**src/rtl/hsc_pkg.sv**
```systemverilog
// Package for the remote high-speed counter: command codes, word layouts and timing counts.
// Assumes a 25 MHz system clock and word-level access from the field bus adapter.
package hsc_pkg;
	localparam int unsigned CLK_HZ = 25000000;
	localparam int unsigned PERIOD_UNIT_MS = 100;
	localparam int unsigned UNIT_CYCLES = CLK_HZ / 1000 * PERIOD_UNIT_MS;
	localparam logic [15:0] CMD_NONE = 16'h0000;
	localparam logic [15:0] CMD_THR1 = 16'h0001;
	localparam logic [15:0] CMD_THR2 = 16'h0002;
	localparam logic [15:0] CMD_SETPT = 16'h0003;
	localparam logic [15:0] CMD_WINDOW = 16'h0004;
	localparam logic [15:0] CMD_CLEAR = 16'h0005;
	localparam logic [15:0] CMD_LOAD = 16'h0006;
	localparam logic [15:0] CMD_PERIOD = 16'h0190;
	localparam logic [15:0] CMD_CHAN_A = 16'h019A;
	localparam logic [15:0] CMD_CHAN_B = 16'h01A4;
	localparam logic [15:0] CMD_CHAN_C = 16'h01AE;
	localparam logic [7:0] WINDOW_RESET = 8'h02;
	localparam logic [15:0] PERIOD_RESET = 16'h000A;
	localparam logic [2:0] MODE_QUAD = 3'h1;
	localparam logic [2:0] MODE_UPDOWN = 3'h2;
	localparam logic [2:0] MODE_ADD = 3'h3;
	localparam logic [2:0] MODE_TRIPLE = 3'h4;
	localparam logic [2:0] MODE_FREQ = 3'h5;
	localparam int unsigned XFER_BIT = 0;
	localparam int unsigned CFG_SW_LSB = 9;

	typedef struct packed {
		logic [15:0] cmd;
		logic [15:0] param1;
		logic [15:0] param2;
	} cmd_word_s;

	typedef struct packed {
		logic set;
		logic rst;
		logic ref_on;
		logic valid;
	} ctl_in_s;

	typedef struct packed {
		logic eq_zero;
		logic gt_zero;
		logic eq_thr1;
		logic gt_thr1;
		logic eq_thr2;
		logic gt_thr2;
	} cmp_s;
endpackage

```
**src/rtl/remote_high_speed_counter.sv**
```systemverilog
// Command handling and counting logic of the remote high-speed counter.
// Assumes synchronous counting and control inputs and a command word held stable by the bus adapter.
//
// Functional notes
// - Config bits 9..13 report rear switches.
// - Status bit 0 low while command executes.
// - Codes 1,2 load thresholds, high then low.
// - Code 3 stores setpoint, loaded on set.
// - Code 4 loads target window, 0 to 255.
// - Target window defaults to two after reset.
// - Code 5 clears counter regardless of qualify.
// - Code 6 loads counter regardless of qualify.
// - Counter compared with zero, thresholds, window.
// - Codes 410..413 act on counter A.
// - Codes 420..423 act on counter B.
// - Codes 430..433 act on counter C.
// - Code 400 sets shared period, times 100ms.
// - Period ranges 100 ms to 6553.5 s.
// - Falling C clears counter with reference, qualify.
// - Mode 2: A increments, B decrements.
// - Mode 3: A and B both increment.
// - Mode 4 counters wrap without overflow error.
// - Mode 4 set/reset inputs act on all three.
// - Mode 4 comparisons are signed.
// - Qualify off forces comparison outputs low.
// - Split mode high word follows low wraps.
`timescale 1ns/100ps
module remote_high_speed_counter
	import hsc_pkg::*;
#(
	parameter int unsigned UNIT_CYCLES_P = UNIT_CYCLES
) (
	input wire logic clk_i,
	input wire logic srst_i,
	input wire cmd_word_s cmd_i,
	input wire logic [2:0] mode_i,
	input wire logic [4:0] switch_i,
	input wire logic rising_i,
	input wire logic both_edges_i,
	input wire logic split_i,
	input wire logic in_a_i,
	input wire logic in_b_i,
	input wire logic in_c_i,
	input wire ctl_in_s ctl_i,
	output cmp_s cmp_o,
	output logic up_o,
	output logic overflow_o,
	output logic [15:0] count_hi_o,
	output logic [15:0] count_lo_o,
	output logic [15:0] count_c_o,
	output logic [15:0] status_o,
	output logic [15:0] config_o
);
	typedef enum logic [1:0] {IDLE, EXEC, DONE} xfer_e;
	xfer_e state_reg;
	logic [15:0] last_cmd_reg;
	logic [31:0] thr1_reg, thr2_reg, setpt_reg, count_reg;
	logic [7:0] window_reg;
	logic [15:0] period_reg;
	logic [15:0] cnt16_reg [3];
	logic [15:0] thr16_reg [3];
	logic [15:0] set16_reg [3];
	logic [2:0] a_reg, b_reg, c_reg;
	logic set_reg, rst_reg;
	cmp_s cmp_reg;
	logic up_reg, ovf_reg;
	logic [31:0] div_reg;
	logic [15:0] unit_reg;
	logic [15:0] freq_acc_reg [3];
	logic [15:0] freq_reg [3];

	// The command is taken on its change, so a repeated code needs the zero in between.
	wire logic new_cmd = (cmd_i.cmd != last_cmd_reg) && (cmd_i.cmd != CMD_NONE);
	wire logic mode_32 = (mode_i == MODE_QUAD) || (mode_i == MODE_UPDOWN) || (mode_i == MODE_ADD);
	wire logic mode_16 = (mode_i == MODE_TRIPLE) || (mode_i == MODE_FREQ);
	wire logic exec = (state_reg == EXEC);
	wire logic [31:0] param32 = {cmd_i.param1, cmd_i.param2};
	wire logic a_rise = a_reg[1] & ~a_reg[2];
	wire logic a_fall = ~a_reg[1] & a_reg[2];
	wire logic b_rise = b_reg[1] & ~b_reg[2];
	wire logic b_fall = ~b_reg[1] & b_reg[2];
	wire logic c_rise = c_reg[1] & ~c_reg[2];
	wire logic c_fall = ~c_reg[1] & c_reg[2];
	wire logic a_edge = both_edges_i ? (a_rise | a_fall) : (rising_i ? a_rise : a_fall);
	wire logic b_edge = both_edges_i ? (b_rise | b_fall) : (rising_i ? b_rise : b_fall);
	// Quadrature: A edge with A!=B or B edge with A==B counts up.
	wire logic q_up = ((a_rise | a_fall) & (a_reg[1] != b_reg[1])) | ((b_rise | b_fall) & (a_reg[1] == b_reg[1]));
	wire logic q_dn = ((a_rise | a_fall) & (a_reg[1] == b_reg[1])) | ((b_rise | b_fall) & (a_reg[1] != b_reg[1]));
	wire logic inc_q = (mode_i == MODE_QUAD) & q_up & ~q_dn;
	wire logic dec_q = (mode_i == MODE_QUAD) & q_dn & ~q_up;
	wire logic inc_u = (mode_i == MODE_UPDOWN) & a_edge & ~b_edge;
	wire logic dec_u = (mode_i == MODE_UPDOWN) & b_edge & ~a_edge;
	wire logic [1:0] add_n = (mode_i == MODE_ADD) ? {1'b0, a_edge} + {1'b0, b_edge} : 2'h0;
	wire logic zero_mark = c_fall & ctl_i.ref_on & ctl_i.valid;
	wire logic set_edge = ctl_i.set & ~set_reg;
	wire logic rst_edge = ctl_i.rst & ~rst_reg;
	wire logic [31:0] half_win = {25'h0000000, window_reg[7:1]};
	wire logic [31:0] cnt_step = count_reg + {30'h00000000, add_n} + {31'h00000000, inc_q | inc_u};
	wire logic [31:0] cnt_next = cnt_step - {31'h00000000, dec_q | dec_u};
	wire logic lo_wrap_up = (count_reg[15:0] == 16'h7FFF) && (cnt_next[15:0] == 16'h8000);
	wire logic lo_wrap_dn = (count_reg[15:0] == 16'h8000) && (cnt_next[15:0] == 16'h7FFF);
	wire logic ovf32 = (count_reg == 32'hFFFFFFFF && (inc_q | inc_u | add_n != 2'h0)) ||
		(count_reg == 32'h00000000 && (dec_q | dec_u));
	wire logic unit_tick = (div_reg == UNIT_CYCLES_P - 1);
	wire logic period_end = unit_tick && (unit_reg + 16'h0001 >= period_reg);
	wire logic [2:0] in_rise = {c_rise, b_rise, a_rise};

	function automatic logic in_win(input logic [31:0] v, input logic [31:0] t, input logic [31:0] h);
		logic [31:0] d;
		d = (v >= t) ? v - t : t - v;
		return d <= h;
	endfunction

	function automatic logic in_win16(input logic [15:0] v, input logic [15:0] t, input logic [7:0] w);
		logic signed [17:0] d;
		d = $signed({v[15], v[15], v}) - $signed({t[15], t[15], t});
		return (d <= $signed({11'h000, w[7:1]})) && (d >= -$signed({11'h000, w[7:1]}));
	endfunction

	always_ff @(posedge clk_i) begin
		if (srst_i) begin
			state_reg <= IDLE;
			last_cmd_reg <= CMD_NONE;
		end else begin
			last_cmd_reg <= cmd_i.cmd;
			unique case (state_reg)
				IDLE, DONE: if (new_cmd) state_reg <= EXEC;
				EXEC: state_reg <= DONE;
			endcase
		end
	end

	always_ff @(posedge clk_i) begin
		if (srst_i) begin
			thr1_reg <= 32'h00000000;
			thr2_reg <= 32'h00000000;
			setpt_reg <= 32'h00000000;
			window_reg <= WINDOW_RESET;
			period_reg <= PERIOD_RESET;
		end else if (exec && mode_32) begin
			if (last_cmd_reg == CMD_THR1) thr1_reg <= param32;
			if (last_cmd_reg == CMD_THR2) thr2_reg <= param32;
			if (last_cmd_reg == CMD_SETPT) setpt_reg <= param32;
			if (last_cmd_reg == CMD_WINDOW) window_reg <= cmd_i.param2[7:0];
		end else if (exec && mode_i == MODE_FREQ && last_cmd_reg == CMD_PERIOD && cmd_i.param2 != 16'h0000) begin
			period_reg <= cmd_i.param2;
		end
	end

	always_ff @(posedge clk_i) begin
		if (srst_i) begin
			a_reg <= 3'h0;
			b_reg <= 3'h0;
			c_reg <= 3'h0;
			set_reg <= 1'b0;
			rst_reg <= 1'b0;
		end else begin
			a_reg <= {a_reg[1:0], in_a_i};
			b_reg <= {b_reg[1:0], in_b_i};
			c_reg <= {c_reg[1:0], in_c_i};
			set_reg <= ctl_i.set;
			rst_reg <= ctl_i.rst;
		end
	end

	always_ff @(posedge clk_i) begin
		if (srst_i) begin
			count_reg <= 32'h00000000;
			up_reg <= 1'b1;
		end else if (exec && mode_32 && last_cmd_reg == CMD_CLEAR) begin
			count_reg <= 32'h00000000;
		end else if (exec && mode_32 && last_cmd_reg == CMD_LOAD) begin
			count_reg <= param32;
		end else if (mode_32 && zero_mark) begin
			count_reg <= 32'h00000000;
		end else if (mode_32 && set_edge) begin
			count_reg <= setpt_reg;
		end else if (mode_32) begin
			if (split_i && lo_wrap_up) count_reg <= {count_reg[31:16] + 16'h0001, cnt_next[15:0]};
			else if (split_i && lo_wrap_dn) count_reg <= {count_reg[31:16] - 16'h0001, cnt_next[15:0]};
			else count_reg <= cnt_next;
			if (inc_q | inc_u | (add_n != 2'h0)) up_reg <= 1'b1;
			else if (dec_q | dec_u) up_reg <= 1'b0;
		end
	end

	always_ff @(posedge clk_i) begin
		if (srst_i) begin
			div_reg <= 32'h00000000;
			unit_reg <= 16'h0000;
		end else if (unit_tick) begin
			div_reg <= 32'h00000000;
			unit_reg <= period_end ? 16'h0000 : unit_reg + 16'h0001;
		end else begin
			div_reg <= div_reg + 32'h00000001;
		end
	end

	generate
		for (genvar i = 0; i < 3; i++) begin : g_chan
			wire logic [15:0] base = CMD_CHAN_A + 16'(i * 10);
			wire logic hit = exec && mode_16 && (last_cmd_reg >= base) && (last_cmd_reg <= base + 16'h0003);
			wire logic [1:0] sub = 2'(last_cmd_reg - base);
			always_ff @(posedge clk_i) begin
				if (srst_i) begin
					cnt16_reg[i] <= 16'h0000;
					thr16_reg[i] <= 16'h0000;
					set16_reg[i] <= 16'h0000;
					freq_acc_reg[i] <= 16'h0000;
					freq_reg[i] <= 16'h0000;
				end else begin
					if (hit && sub == 2'h2) set16_reg[i] <= cmd_i.param2;
					if (hit && sub == 2'h3) thr16_reg[i] <= cmd_i.param2;
					if (hit && sub == 2'h0) cnt16_reg[i] <= 16'h0000;
					else if (hit && sub == 2'h1) cnt16_reg[i] <= cmd_i.param2;
					else if (mode_16 && rst_edge) cnt16_reg[i] <= 16'h0000;
					else if (mode_16 && set_edge && ctl_i.valid) cnt16_reg[i] <= set16_reg[i];
					else if (mode_i == MODE_TRIPLE && in_rise[i]) cnt16_reg[i] <= cnt16_reg[i] + 16'h0001;
					if (mode_i == MODE_FREQ) begin
						if (period_end) begin
							freq_reg[i] <= freq_acc_reg[i] + {15'h0000, in_rise[i]};
							freq_acc_reg[i] <= 16'h0000;
						end else if (in_rise[i]) begin
							freq_acc_reg[i] <= freq_acc_reg[i] + 16'h0001;
						end
					end
				end
			end
		end
	endgenerate

	wire logic [15:0] v16 [3];
	assign v16[0] = (mode_i == MODE_FREQ) ? freq_reg[0] : cnt16_reg[0];
	assign v16[1] = (mode_i == MODE_FREQ) ? freq_reg[1] : cnt16_reg[1];
	assign v16[2] = (mode_i == MODE_FREQ) ? freq_reg[2] : cnt16_reg[2];
	wire logic eq16 [3];
	wire logic gt16 [3];
	assign eq16[0] = in_win16(v16[0], thr16_reg[0], window_reg);
	assign eq16[1] = in_win16(v16[1], thr16_reg[1], window_reg);
	assign eq16[2] = in_win16(v16[2], thr16_reg[2], window_reg);
	assign gt16[0] = $signed(v16[0]) > $signed(thr16_reg[0]) && !eq16[0];
	assign gt16[1] = $signed(v16[1]) > $signed(thr16_reg[1]) && !eq16[1];
	assign gt16[2] = $signed(v16[2]) > $signed(thr16_reg[2]) && !eq16[2];

	cmp_s cmp_next;
	always_comb begin
		if (mode_16) begin
			cmp_next.eq_thr1 = eq16[0];
			cmp_next.gt_thr1 = gt16[0];
			cmp_next.eq_thr2 = eq16[1];
			cmp_next.gt_thr2 = gt16[1];
			cmp_next.eq_zero = eq16[2];
			cmp_next.gt_zero = gt16[2];
		end else begin
			cmp_next.eq_zero = in_win(count_reg, 32'h00000000, half_win);
			cmp_next.gt_zero = count_reg > half_win;
			cmp_next.eq_thr1 = in_win(count_reg, thr1_reg, half_win);
			cmp_next.gt_thr1 = count_reg > thr1_reg + half_win;
			cmp_next.eq_thr2 = in_win(count_reg, thr2_reg, half_win);
			cmp_next.gt_thr2 = count_reg > thr2_reg + half_win;
		end
	end

	always_ff @(posedge clk_i) begin
		if (srst_i) begin
			cmp_reg <= '0;
			ovf_reg <= 1'b0;
		end else begin
			cmp_reg <= cmp_next;
			// Overflow is sticky until a clear or load command, so a short error is never missed.
			if (mode_32 && !split_i && ovf32) ovf_reg <= 1'b1;
			else if (exec && (last_cmd_reg == CMD_CLEAR || last_cmd_reg == CMD_LOAD)) ovf_reg <= 1'b0;
		end
	end

	assign cmp_o = ctl_i.valid ? cmp_reg : '0;
	assign up_o = ctl_i.valid & up_reg;
	assign overflow_o = ovf_reg;
	assign count_hi_o = mode_16 ? v16[0] : count_reg[31:16];
	assign count_lo_o = mode_16 ? v16[1] : count_reg[15:0];
	assign count_c_o = v16[2];
	// Internal comparison bits stay visible in the status word while outputs are gated.
	assign status_o = {1'b0, up_reg, cmp_reg.gt_thr2, cmp_reg.eq_thr2, cmp_reg.gt_thr1, cmp_reg.eq_thr1,
		cmp_reg.gt_zero, cmp_reg.eq_zero, 3'h0, ctl_i.valid, ctl_i.ref_on, ctl_i.rst, ctl_i.set,
		(state_reg != EXEC)};
	assign config_o = {ovf_reg, 1'b0, switch_i, split_i, 8'h00};
endmodule

```
**config.mk**
```make
export PLATFORM = sky130hd
export DESIGN_NAME = remote_high_speed_counter
export DESIGN_NICKNAME = d
export VERILOG_FILES = /design/src/rtl/hsc_pkg.sv /design/src/rtl/remote_high_speed_counter.sv
export SDC_FILE = /design/constraint.sdc
export NUM_CORES = 2
export LEC_CHECK = 0
export BUFFER_PORTS_ARGS = -buffer_cell sky130_fd_sc_hd__buf_2
export CAP_MARGIN = 5
export CORE_ASPECT_RATIO = 0.5
export CORE_MARGIN = 8
export CORE_UTILIZATION = 35
export CTS_CLUSTER_DIAMETER = 60
export CTS_CLUSTER_SIZE = 25
export DETAILED_ROUTE_END_ITERATION = 12
export PLACE_DENSITY_LB_ADDON = 0.1
export SETUP_SLACK_MARGIN = 0.5
export SKIP_LAST_GASP = 1
export SLEW_MARGIN = 25
export SYNTH_ARGS = -nofsm -noshare
export SYNTH_HDL_FRONTEND = slang
export SYNTH_SLANG_ARGS = --single-unit
```
**constraint.sdc**
```tcl
create_clock -name clk_i -period 7 [get_ports clk_i]
set_clock_uncertainty 0.15 [all_clocks]
set_input_delay 1.4 -clock clk_i [delete_from_list [all_inputs] [get_ports clk_i]]
set_output_delay 1.4 -clock clk_i [all_outputs]
set_load 0.02 [all_outputs]
```
==> flow_summary.toml <==
[status]
status = "finished clean"

[detailed_routing]
firstDrtPassIters = 5
wl_mm = 160.3
highest_layer = "met5"
routed-wl-met3_mm = 8.490
wirelength_met1_mm = 76.65
wl_per_cell_um = 24.52
wl_met2_mm = 69.80
via_per_inst = 5.638
num_vias = 36850
postRouteAntennaNets = 0
drcViolationCount = 0
drtIter0Drc = 3049

[critical_path]
reg2reg_depth = 23
r2r_start = "thr2_reg[25]"
cp-end-kind = "flip-flop"
required_ps = 7330
r2r_end = "status_o[12]"
path_max_fanout = 7
cp-start-kind = "primary input"
arrival_ps = 6570
r2r_slack_ps = 950
path_class = "primary input to flip-flop"

[clocking]
clock_path_buffers = 3
clkSinkCount = 476
cts_root_buf = "clkbuf_16"
htree_levels = 2
cts_buffers = 42
clkTransAtPathRegs_ps = 80
tritoncts = "built"
cts_hold_buf = 0
insertion_delay_ps = 620

[logic_synthesis]
ys_seq_area_share_pct = 29.60
postSynthCellCount = 4860
async_flop_share_pct = 0
syn-cell-area_mm2 = 0.04031
avgSynthCellArea_um2 = 8.294
yosys_warnings = 0
ys.flop_type = "edfxtp_1"
synth_edf_count = 240
synthDistinctLibCells = 94
synth_seq_cells = 476

[finish]
regArea_mm2 = 0.01193
stdcell_count = 6536
fin_nets = 5514
multi_input_area_mm2 = 0.02644
drive_gt1_share_pct = 9.994
fin_util_pct = 39.10
areaGrowthSynthToFinish_pct = 11.27
num-fill-cells = 11770

[grt]
grt_pass1_vias = 35000
grt_pass1_wl_mm = 235.3
grtUsageTotal_pct = 24.05
antenna_found_initial = 8
grt.overflow.total = 0
grt_max_degree = 63

[sta]
maxSlewViolCount = 0
worst_slew_pin_slew_ps = 1004
whs_ps = 292.0
tns_ps = 0
rsz0062_at_grt = "yes"
setup_violations = 0
period_share_pct = 89.13
slew_headroom_pct = 33.06
fin_crit_ps = 6239
fmax_ghz = 0.1603
hold_violations = 0

[run]
cap_violations = 0

[power_and_ir_drop]
clockPowerShare_pct = 25.0
p_switching_mw = 4.514
powerDensity_mw_per_mm2 = 236.8
swShare_pct = 42.51
p_comb_share_pct = 45.4
seq_power_share_pct = 29.7
p_leak_nw = 18.01
max-vdd-ir-drop_v = 0.0001501
internal_power_mw = 6.106

[placed_design]
place_congestion = 0.9446
io_buffers = 132
hpwl_mm = 123.6
place_inst = 6453

[min_path]
holdPathStages = 1
min_from = "a_reg[0]"
min_to = "a_reg[1]"
hold_path.class = "flip-flop to flip-flop"

[floorplanning]
die_area_mm2 = 0.1270
pin_count = 156
die_y_um = 256.0
die_w_um = 495.9
start_util_pct = 35.14
row_count = 88
design.core.area_mm2 = 0.1147
-- power by group through the flow --
stage	Clock [mW]	Combinational, mW	Sequential [mW]
2_1_floorplan	0	3.13	3.18
3_3_place_gp	0	4.69	3.21
3_5_place_dp	0	4.69	3.21
4_1_cts	2.72	4.72	3.14
5_1_grt	2.82	5.21	3.16
6_report	2.65	4.82	3.15
-- cells in the final DEF, fill, tap and decap left out, drive strengths merged, types with 26 or more instances in the layout --
cell type	n
mux2	49
edfxtp	240
dfxtp	236
a221oi	54
nor4	51
nand3	138
ha	466
nor3	86
and2	129
nand2b	45
inv	317
o211ai	28
o21ai	236
nand2	505
xnor2	228
a21o	88
xor2	151
buf	290
o21a	26
o21bai	40
and3	56
nor2	412
nor2b	90
mux2i	46
a21oi	427
clkbuf	44
a211oi	54
nand4	116
-- per-stage QoR --
stage	cell area (um^2)	total power [mW]	worst slack (ps)
after CTS	44780	10.58	564.9
final	44850	10.62	760.8
after global placement	43200	7.901	43.94
after floorplan	40440	6.311	508.5
after global routing	44850	11.19	443.2
after detailed placement	43250	7.898	-49.40
-- logic make-up after synthesis --
group | after synthesis | share of synthesized area [%]
flip-flops | 476 | 29.60
buffers and inverters | 542 | 5.432
AO/OA/AOI/OAI | 1163 | 18.42
XOR/XNOR | 379 | 8.235
AND/OR/NAND/NOR | 1727 | 20.78
other | 1 | 0.009303
adder cells (fa/ha/maj) | 477 | 15.01
multiplexers | 95 | 2.511
-- what timing repair did --
| action | 4_1_cts | 5_1_grt |
|---|---|---|
| buffers inserted | 0 | 2 |
| resized for setup | 0 | 9 |
| hold endpoints to repair | 0 | 0 |
| endpoints found under the setup margin | 0 | 17 |
-- cells in the mapped netlist, drive strengths merged (9+ instances only) --
| cell | number | area, um^2 |
|---|---|---|
| nand3 | 138 | 690.7 |
| a211o | 17 | 148.9 |
| clkbuf | 182 | 683.2 |
| buf | 55 | 361.6 |
| or3 | 19 | 118.9 |
| a31o | 11 | 96.34 |
| o21bai | 40 | 304.0 |
| a21oi | 427 | 2145 |
| o221ai | 12 | 111.4 |
| nand2 | 505 | 1896 |
| a221o | 13 | 130.1 |
| or4 | 13 | 97.59 |
| nor3 | 86 | 430.4 |
| a22oi | 22 | 165.2 |
| a21o | 88 | 660.6 |
| inv | 305 | 1145 |
| xnor2 | 228 | 1997 |
| nor4 | 51 | 325.3 |
| or2 | 21 | 131.4 |
| nor4b | 9 | 78.83 |
| o21ai | 236 | 1192 |
| mux2i | 46 | 460.4 |
| dfxtp | 236 | 4725 |
| o22ai | 11 | 68.82 |
| and2 | 129 | 807.0 |
| nand2b | 45 | 281.5 |
| nor2 | 412 | 1546 |
| a31oi | 20 | 131.4 |
| fa | 11 | 220.2 |
| o31ai | 23 | 201.5 |
| nand4 | 116 | 725.7 |
| a21boi | 12 | 90.09 |
| mux2 | 49 | 551.8 |
| edfxtp | 240 | 7207 |
| ha | 466 | 5831 |
| xor2 | 151 | 1323 |
| a221oi | 54 | 479.2 |
| and4 | 14 | 122.6 |
| o211ai | 28 | 210.2 |
| a211oi | 54 | 420.4 |
| nor2b | 90 | 563.0 |
| a2111oi | 12 | 130.1 |
| o21a | 26 | 195.2 |
| and3 | 56 | 350.3 |
-- cell type report --
cell class,instances,share of cell area (%)
timing repair buffer,290,4.195
clock inverter,34,1.054
antenna,3,0.01674
tap,1530,4.268
clock buffer,44,2.360
inverter,305,2.552
sequential,476,26.60
multi-input combinational,3854,58.95
-- worst max-delay path by stage --
stage / start / to / slack [ps] / cells past startpoint
2_1_floorplan: mode_i[2] / status_o[11] / 510 / 24
3_3_place_gp: mode_i[1] / status_o[11] / 40 / 25
3_5_place_dp: mode_i[1] / status_o[11] / -50 / 25
4_1_cts: mode_i[1] / status_o[11] / 560 / 25
5_1_grt: mode_i[2] / status_o[8] / 440 / 27
6_report: mode_i[1] / status_o[11] / 760 / 25
-- per-layer routing --
layer  vias to the layer above  track usage, %
met5                         -               0
met4                         2           7.032
met1                     17950           35.01
li1                      17520               -
met2                      1148           37.35
met3                       231           2.537
-- critical path: stages --
cell and delay (ps):
buf_2 120, nor2b_4 200, nand2_8 120, mux2i_2 230, ha_1 180, inv_1 60, fa_1 400, a21o_1 180
a21o_1 210, a21oi_2 160, o21ai_1 100, and4_1 230, a2111oi_4 350, o21bai_1 100, a21oi_1 190, xnor2_1 120
ha_1 310, o21ai_0 100, a21oi_1 140, o21ai_1 70, a31oi_1 200, or4b_1 440, or4b_1 530, o31ai_4 300
o22ai_1 120
Power figures use the tool's default switching activity.
